--- src/logic/msc_params.svh ---
`ifndef MSC_PARAMS_SVH
`define MSC_PARAMS_SVH

// ----------------------------------------
// Timing
// ----------------------------------------
`define MSC_CLK_NS        5
`define MSC_RST_MIN_NS    10000
`define MSC_RST_MIN_CYC   ((`MSC_RST_MIN_NS + `MSC_CLK_NS - 1) / `MSC_CLK_NS)
`define MSC_INIT_NS       2000
`define MSC_INIT_CYC      (`MSC_INIT_NS / `MSC_CLK_NS)

// ----------------------------------------
// Two-wire address and memory map
// ----------------------------------------
`define MSC_DEV_ADDR      7'h50
`define MSC_OFS_STATUS    8'h00
`define MSC_OFS_FLAGS     8'h01
`define MSC_OFS_CTRL      8'h02
`define MSC_OFS_SCRATCH   8'h04
`define MSC_SCRATCH_N     16

// ----------------------------------------
// Field positions and reset values
// ----------------------------------------
`define MSC_ST_NRDY       0
`define MSC_ST_LP         1
`define MSC_FL_DONE       0
`define MSC_FL_FAULT      1
`define MSC_CT_LP         0
`define MSC_CTRL_RST      8'h00
`define MSC_SCRATCH_RST   8'h00

`endif

--- src/logic/msc_pkg.sv ---
`include "msc_params.svh"

package msc_pkg;

    typedef enum logic [6:0] {
        SL_IDLE  = 7'h01,
        SL_ADDR  = 7'h02,
        SL_ACK_A = 7'h04,
        SL_WR    = 7'h08,
        SL_ACK_W = 7'h10,
        SL_RD    = 7'h20,
        SL_ACK_R = 7'h40
    } msc_twi_state_t;

    typedef enum logic [2:0] {
        MS_INIT  = 3'h1,
        MS_READY = 3'h2,
        MS_HELD  = 3'h4
    } msc_mode_t;

    typedef struct packed {
        logic       wr;
        logic       rd;
        logic [7:0] addr;
        logic [7:0] wdata;
    } msc_acc_t;

    typedef struct packed {
        logic           scl_m, scl_q, scl_p;
        logic           sda_m, sda_q, sda_p;
        logic           sel_m, sel_q;
        msc_twi_state_t st;
        logic [3:0]     cnt;
        logic [7:0]     sh;
        logic [7:0]     ptr;
        logic           ptr_set;
        logic           rw;
        logic           nack;
        logic           oe;
        msc_acc_t       acc;
    } msc_twi_t;

    typedef struct packed {
        logic                             rstn_m, rstn_q;
        logic                             lp_m, lp_q;
        msc_mode_t                        st;
        logic [15:0]                      low_cnt;
        logic [15:0]                      init_cnt;
        logic                             not_ready;
        logic                             flag_done;
        logic                             flag_fault;
        logic [7:0]                       ctrl;
        logic [`MSC_SCRATCH_N-1:0][7:0]   scratch;
        logic                             alert_oe;
        logic                             power_cap;
    } msc_top_t;

endpackage : msc_pkg

--- src/logic/module_sideband_control.sv ---
`timescale 1ns/1ps
`include "msc_params.svh"

module module_sideband_control #(
    parameter logic [15:0] RST_MIN_CYC = 16'(`MSC_RST_MIN_CYC),
    parameter logic [15:0] INIT_CYC    = 16'(`MSC_INIT_CYC),
    parameter logic [6:0]  DEV_ADDR    = `MSC_DEV_ADDR
) (
    input  wire logic mclk,
    input  wire logic rst,
    input  wire logic module_select_n,
    input  wire logic module_reset_n,
    input  wire logic low_power_request,
    input  wire logic scl_in,
    input  wire logic sda_in,
    input  wire logic fault_event,
    output logic      sda_out,
    output logic      sda_oe,
    output logic      fault_alert_n_out,
    output logic      fault_alert_n_oe,
    output logic      module_present_n_out,
    output logic      module_present_n_oe,
    output logic      power_cap
);
    import msc_pkg::*;

    msc_top_t   s;
    msc_top_t   n;
    msc_acc_t   acc;
    logic [7:0] rd_ptr;
    logic [7:0] rdata;
    logic       clr_done;
    logic       clr_fault;

    // ----------------------------------------
    // Memory map read
    // ----------------------------------------
    function automatic logic [7:0] map_read(input msc_top_t t, input logic [7:0] a);
        logic [7:0] v;
        v = 8'h00;
        if (a == `MSC_OFS_STATUS) begin
            v[`MSC_ST_NRDY] = t.not_ready;
            v[`MSC_ST_LP]   = t.power_cap;
        end else if (a == `MSC_OFS_FLAGS) begin
            v[`MSC_FL_DONE]  = t.flag_done;
            v[`MSC_FL_FAULT] = t.flag_fault;
        end else if (a == `MSC_OFS_CTRL) begin
            v = t.ctrl;
        end else if (a >= `MSC_OFS_SCRATCH && a < `MSC_OFS_SCRATCH + 8'(`MSC_SCRATCH_N)) begin
            v = t.scratch[4'(a - `MSC_OFS_SCRATCH)];
        end
        return v;
    endfunction : map_read

    assign rdata = map_read(s, rd_ptr);

    // ----------------------------------------
    // Two-wire port
    // ----------------------------------------
    msc_twi_slave #(
        .DEV_ADDR        (DEV_ADDR)
    ) u_twi (
        .mclk            (mclk),
        .rst             (rst || s.st == MS_HELD),
        .scl_in          (scl_in),
        .sda_in          (sda_in),
        .module_select_n (module_select_n),
        .rdata           (rdata),
        .sda_oe          (sda_oe),
        .rd_ptr          (rd_ptr),
        .acc             (acc)
    );

    // ----------------------------------------
    // Pins
    // ----------------------------------------
    assign sda_out              = 1'b0;
    assign fault_alert_n_out    = 1'b0;
    assign fault_alert_n_oe     = s.alert_oe;
    assign module_present_n_out = 1'b0;
    assign module_present_n_oe  = 1'b1;
    assign power_cap            = s.power_cap;

    assign clr_done  = acc.rd && acc.addr == `MSC_OFS_FLAGS && s.flag_done;
    assign clr_fault = acc.rd && acc.addr == `MSC_OFS_FLAGS && s.flag_fault;

    // ----------------------------------------
    // Reset sequencing and status
    // ----------------------------------------
    always_comb begin
        n = s;
        n.rstn_m = module_reset_n;
        n.rstn_q = s.rstn_m;
        n.lp_m   = low_power_request;
        n.lp_q   = s.lp_m;
        if (s.rstn_q) begin
            n.low_cnt = 16'h0000;
        end else if (s.low_cnt != RST_MIN_CYC) begin
            n.low_cnt = s.low_cnt + 16'h0001;
        end
        // Host writes and clear-on-read, an event wins over the clear
        if (acc.wr && acc.addr == `MSC_OFS_CTRL) begin
            n.ctrl = acc.wdata;
        end else if (acc.wr && acc.addr >= `MSC_OFS_SCRATCH
                     && acc.addr < `MSC_OFS_SCRATCH + 8'(`MSC_SCRATCH_N)) begin
            n.scratch[4'(acc.addr - `MSC_OFS_SCRATCH)] = acc.wdata;
        end
        n.flag_done = s.flag_done & ~clr_done;
        n.flag_fault = (s.flag_fault & ~clr_fault) | fault_event;
        case (s.st)
            MS_INIT: begin
                n.init_cnt = s.init_cnt + 16'h0001;
                if (s.init_cnt == INIT_CYC - 16'h0001) begin
                    n.st        = MS_READY;
                    n.not_ready = 1'b0;
                    n.flag_done = 1'b1;
                end
            end
            MS_HELD: begin
                if (s.rstn_q) begin
                    n.st       = MS_INIT;
                    n.init_cnt = 16'h0000;
                end
            end
            default: begin
            end
        endcase
        if (s.st != MS_HELD && s.low_cnt == RST_MIN_CYC - 16'h0001 && !s.rstn_q) begin
            n.st         = MS_HELD;
            n.not_ready  = 1'b1;
            n.flag_done  = 1'b0;
            n.flag_fault = fault_event;
            n.ctrl       = `MSC_CTRL_RST;
            n.scratch    = {`MSC_SCRATCH_N{`MSC_SCRATCH_RST}};
        end
        n.power_cap = s.lp_q | s.ctrl[`MSC_CT_LP];
        n.alert_oe  = n.flag_done | n.flag_fault;
    end

    always_ff @(posedge mclk) begin
        if (rst) begin
            s           <= '0;
            s.st        <= MS_INIT;
            s.rstn_m    <= 1'b1;
            s.rstn_q    <= 1'b1;
            s.not_ready <= 1'b1;
            s.ctrl      <= `MSC_CTRL_RST;
            s.scratch   <= {`MSC_SCRATCH_N{`MSC_SCRATCH_RST}};
        end else begin
            s <= n;
        end
    end
endmodule : module_sideband_control

--- src/logic/msc_twi_slave.sv ---
`timescale 1ns/1ps
`include "msc_params.svh"

module msc_twi_slave #(
    parameter logic [6:0] DEV_ADDR = `MSC_DEV_ADDR
) (
    input  wire logic              mclk,
    input  wire logic              rst,
    input  wire logic              scl_in,
    input  wire logic              sda_in,
    input  wire logic              module_select_n,
    input  wire logic [7:0]        rdata,
    output logic                   sda_oe,
    output logic [7:0]             rd_ptr,
    output msc_pkg::msc_acc_t      acc
);
    import msc_pkg::*;

    msc_twi_t s;
    msc_twi_t n;
    logic     start;
    logic     stop;
    logic     rise;
    logic     fall;

    assign start  = s.scl_q & s.scl_p & s.sda_p & ~s.sda_q;
    assign stop   = s.scl_q & s.scl_p & ~s.sda_p & s.sda_q;
    assign rise   = s.scl_q & ~s.scl_p;
    assign fall   = ~s.scl_q & s.scl_p;
    assign sda_oe = s.oe;
    assign rd_ptr = s.ptr;
    assign acc    = s.acc;

    always_comb begin
        n = s;
        n.scl_m = scl_in;
        n.scl_q = s.scl_m;
        n.scl_p = s.scl_q;
        n.sda_m = sda_in;
        n.sda_q = s.sda_m;
        n.sda_p = s.sda_q;
        n.sel_m = module_select_n;
        n.sel_q = s.sel_m;
        n.acc.wr = 1'b0;
        n.acc.rd = 1'b0;
        if (s.sel_q) begin
            n.st = SL_IDLE;
            n.oe = 1'b0;
        end else if (start) begin
            n.st      = SL_ADDR;
            n.cnt     = 4'h0;
            n.oe      = 1'b0;
            n.ptr_set = 1'b0;
        end else if (stop) begin
            n.st = SL_IDLE;
            n.oe = 1'b0;
        end else begin
            case (s.st)
                SL_ADDR, SL_WR: begin
                    if (rise) begin
                        n.sh  = {s.sh[6:0], s.sda_q};
                        n.cnt = s.cnt + 4'h1;
                    end else if (fall && s.cnt == 4'h8) begin
                        n.oe = 1'b1;
                        if (s.st == SL_ADDR) begin
                            n.rw = s.sh[0];
                            n.st = (s.sh[7:1] == DEV_ADDR) ? SL_ACK_A : SL_IDLE;
                            n.oe = (s.sh[7:1] == DEV_ADDR);
                        end else begin
                            n.st = SL_ACK_W;
                            if (!s.ptr_set) begin
                                n.ptr     = s.sh;
                                n.ptr_set = 1'b1;
                            end else begin
                                n.acc.wr    = 1'b1;
                                n.acc.addr  = s.ptr;
                                n.acc.wdata = s.sh;
                                n.ptr       = s.ptr + 8'h01;
                            end
                        end
                    end
                end
                SL_ACK_A, SL_ACK_W, SL_ACK_R: begin
                    if (rise && s.st == SL_ACK_R) begin
                        n.nack = s.sda_q;
                    end else if (fall) begin
                        n.cnt = 4'h0;
                        if ((s.st == SL_ACK_A && s.rw) || (s.st == SL_ACK_R && !s.nack)) begin
                            n.st       = SL_RD;
                            n.sh       = rdata;
                            n.oe       = ~rdata[7];
                            n.acc.rd   = 1'b1;
                            n.acc.addr = s.ptr;
                            n.ptr      = s.ptr + 8'h01;
                        end else begin
                            n.oe = 1'b0;
                            n.st = (s.st == SL_ACK_R) ? SL_IDLE : SL_WR;
                        end
                    end
                end
                SL_RD: begin
                    if (rise) begin
                        n.cnt = s.cnt + 4'h1;
                    end else if (fall) begin
                        if (s.cnt == 4'h8) begin
                            n.oe = 1'b0;
                            n.st = SL_ACK_R;
                        end else begin
                            n.sh = {s.sh[6:0], 1'b0};
                            n.oe = ~s.sh[6];
                        end
                    end
                end
                default: begin
                    n.oe = 1'b0;
                end
            endcase
        end
    end

    always_ff @(posedge mclk) begin
        if (rst) begin
            s       <= '0;
            s.st    <= SL_IDLE;
            s.sel_m <= 1'b1;
            s.sel_q <= 1'b1;
            s.scl_m <= 1'b1;
            s.scl_q <= 1'b1;
            s.scl_p <= 1'b1;
            s.sda_m <= 1'b1;
            s.sda_q <= 1'b1;
            s.sda_p <= 1'b1;
        end else begin
            s <= n;
        end
    end
endmodule : msc_twi_slave

--- config.mk ---
export PLATFORM = sky130hd
export DESIGN_NAME = module_sideband_control
export DESIGN_NICKNAME = d
export VERILOG_FILES = /design/src/logic/msc_pkg.sv /design/src/logic/module_sideband_control.sv /design/src/logic/msc_twi_slave.sv
export VERILOG_INCLUDE_DIRS = /design/src /design/src/logic
export SDC_FILE = /design/constraint.sdc
export NUM_CORES = 1
export LEC_CHECK = 0
export ABC_AREA = 1
export BUFFER_PORTS_ARGS = -buffer_cell sky130_fd_sc_hd__buf_2
export CAP_MARGIN = 20
export CORE_MARGIN = 10
export CORE_UTILIZATION = 66
export CTS_BUF_LIST = sky130_fd_sc_hd__clkbuf_2
export DETAILED_ROUTE_END_ITERATION = 16
export GPL_ROUTABILITY_DRIVEN = 0
export HOLD_SLACK_MARGIN = 0.03
export MAX_ROUTING_LAYER = met4
export PLACE_DENSITY = 0.81
export SETUP_SLACK_MARGIN = 0.02
export SYNTH_ARGS = -nofsm -noshare
export SYNTH_HDL_FRONTEND = slang
export SYNTH_SLANG_ARGS = --single-unit
--- constraint.sdc ---
create_clock -name mclk -period 5.8 [get_ports mclk]
set_input_delay 0.29 -clock mclk [delete_from_list [all_inputs] [get_ports mclk]]
set_output_delay 0.29 -clock mclk [all_outputs]
set_load 0.005 [all_outputs]
==> impl_metrics.json <==
{
  "synth-seq-cells": 237,
  "netlist-cell-type-count": 51,
  "final.setup.tns_ns": 0,
  "wl_per_cell_um": 15.7,
  "synth_edf_count": 0,
  "grt_pass1_wl_um": 45500,
  "cts_hold_buffers": 9,
  "drv_slew": 0,
  "crit_type": "reg2reg",
  "cts_buffers": 57,
  "cap_violations": 0,
  "antenna_found_initial": 1,
  "ys_top_cells_by_area": "dfxtp_1 42%, a21oi_1 9.0%, o21ai_0 6.9%",
  "overflow": 0,
  "yosys-top-cells-count": "237 x dfxtp_1, 201 x a21oi_1, 198 x nand2_1, 167 x inv_1, 154 x o21ai_0",
  "vias": 10300,
  "grt_max_degree": 107,
  "setup_viol": 0,
  "synthCells": 1518,
  "wl_um": 28000,
  "drt_iter0_markers": 1067,
  "irDropWorstVdd_mv": 0.166,
  "fp-row-count": 47,
  "drcViolationCount": 1,
  "avgSynthCellArea_sq_um": 7.38,
  "synth.most_common_cell": "dfxtp_1",
  "cts_resized": 0,
  "hpwlAfterDp_um": 18300,
  "cp_max_fo": 23,
  "clkLatencyLatePin_ns": 0.87,
  "netlist.area_leader.share": 0.424,
  "coreArea_sq_mm": 0.0166,
  "start_util": 0.675,
  "cts_setup_buffers": 0,
  "cts.sinks": 237,
  "area_growth_syn_to_layout_pct": 4.44,
  "num-nets-final": 1542,
  "async_reset_ff_frac": 0,
  "multi_input_area_sq_mm": 0.00531,
  "fin_skew_ns": 0.0553,
  "dieArea_sq_mm": 0.0226,
  "synth_flop_cell": "dfxtp_1",
  "hold_viol_final": 0,
  "yosysWarnings": 0,
  "clk_pin_slew_ns": 0.11,
  "period_share": 0.570,
  "cp.required_ns": 6.54,
  "fin_crit_ns": 3.30,
  "first_global_vias": 9207,
  "relSlewSlack": 0.384,
  "tightest_slew_ns": 0.924,
  "crit_arrival_ns": 4.05,
  "cts_tree": "yes",
  "endpoint_kind": "flip-flop",
  "h-tree-depth": 2,
  "die_w_um": 150,
  "drive_above_1_share": 0.117,
  "start_kind": "flip-flop",
  "via_per_inst": 5.78,
  "drt_first_pass_iters": 13,
  "fmax_mhz": 303,
  "syn_area_sq_mm": 0.0112,
  "ant_nets": 0,
  "dp_slack_ns": 2.58,
  "violations": "design-rule violations",
  "io_pins": 15,
  "register_area_sq_mm": 0.00475,
  "clockRootBuffer": "clkbuf_2",
  "portBuffers": 10,
  "rsz0062_at_grt": "no",
  "worstHoldPathType": "in2reg",
  "leakagePower_nw": 4.63,
  "die_h_um": 150,
  "outcome": "complete, but fails checks",
  "clock_tree.buffer_depth": 3,
  "fill_cells": 1461,
  "synth_area_leader_cell": "dfxtp_1",
  "yosysSeqAreaShare": 0.424,
  "grtUsageTotal": 0.252,
  "p_per_area_mw_per_mm2": 232,
  "fin_ws_ns": 2.50,
  "p_total_mw": 2.71
}
per-layer routing:
metal / track usage / wire length (um) / vias up
met5: - / 0 / -
met4: 0.0952 / 787 / 0
met3: 0.0489 / 2330 / 71
met2: 0.376 / 12500 / 390
met1: 0.333 / 12400 / 4710
li1: - / - / 5107
final timing paths:
check	start	to	slack [ns]	cells after the start
setup / recovery	u_twi.rd_ptr[2]	u_twi.sda_oe	2.50	12
hold / removal	scl_in	u_twi.n[55]	0.18	3
setup reg to reg	u_twi.rd_ptr[2]	u_twi.sda_oe	2.50	12
hold reg to reg	n[176]	s[176]	0.41	2
worst max-delay path: stages (launching register included):
cell and delay, ns:
dfxtp_1 0.88, clkinv_1 0.67, ha_1 0.42, nand3_1 0.19, inv_1 0.07, a21oi_1 0.46, nand2_1 0.15, nand2_1 0.09
nand2_1 0.06, nand2_1 0.07, nand2_1 0.05, nand2_1 0.05, a21oi_1 0.05
logic make-up (layout without fill, tap and decap cells):
kind of cell,after synthesis,count (layout),share of synthesized area
AOI/OAI and AO/OA,452,452,0.219
xor gates and xnor gates,13,13,0.0102
buffers and inverters,272,309,0.102
other,2,6,0.000671
DFF,237,237,0.424
adders and majority gates,12,12,0.0134
and+or+nand+nor,530,530,0.231
area by class of cell:
class / instances / area share
multi-input combinational: 1011 / 0.454
inverter: 190 / 0.0611
sequential: 237 / 0.406
antenna: 2 / 0.000428
tap: 220 / 0.0235
clock inverter: 15 / 0.00492
timing repair buffer: 25 / 0.0158
clock buffer: 79 / 0.0338
layout by cell type, fill, tap and decap left out, types with 19 or more instances in the layout:
cell	n
a211oi_1	35
a21oi_1	201
clkbuf_2	79
clkinv_1	22
dfxtp_1	236
inv_1	167
nand2_1	198
nand3_1	95
nor2_1	126
o211ai_1	19
o21ai_0	154
o21ai_1	21
report_power, final:
group	total, mW	switching, mW	internal [mW]
registers	1.64	0.00453	1.63
logic	0.0664	0.0447	0.0217
clock network	1.01	0.648	0.363
through the flow:
stage | util | hold slack, ns | cells | instance area [sq um]
2_1_floorplan | - | 0.388 | 1520 | 11200
3_3_place_gp | 0.672 | 0.393 | 1674 | 11100
3_5_place_dp | 0.672 | 0.403 | 1674 | 11100
4_1_cts | 0.705 | 0.116 | 1777 | 11700
5_1_grt | 0.705 | 0.122 | 1779 | 11700
6_report | 0.705 | 0.183 | 1779 | 11700
(Power assumes the default switching activity.)
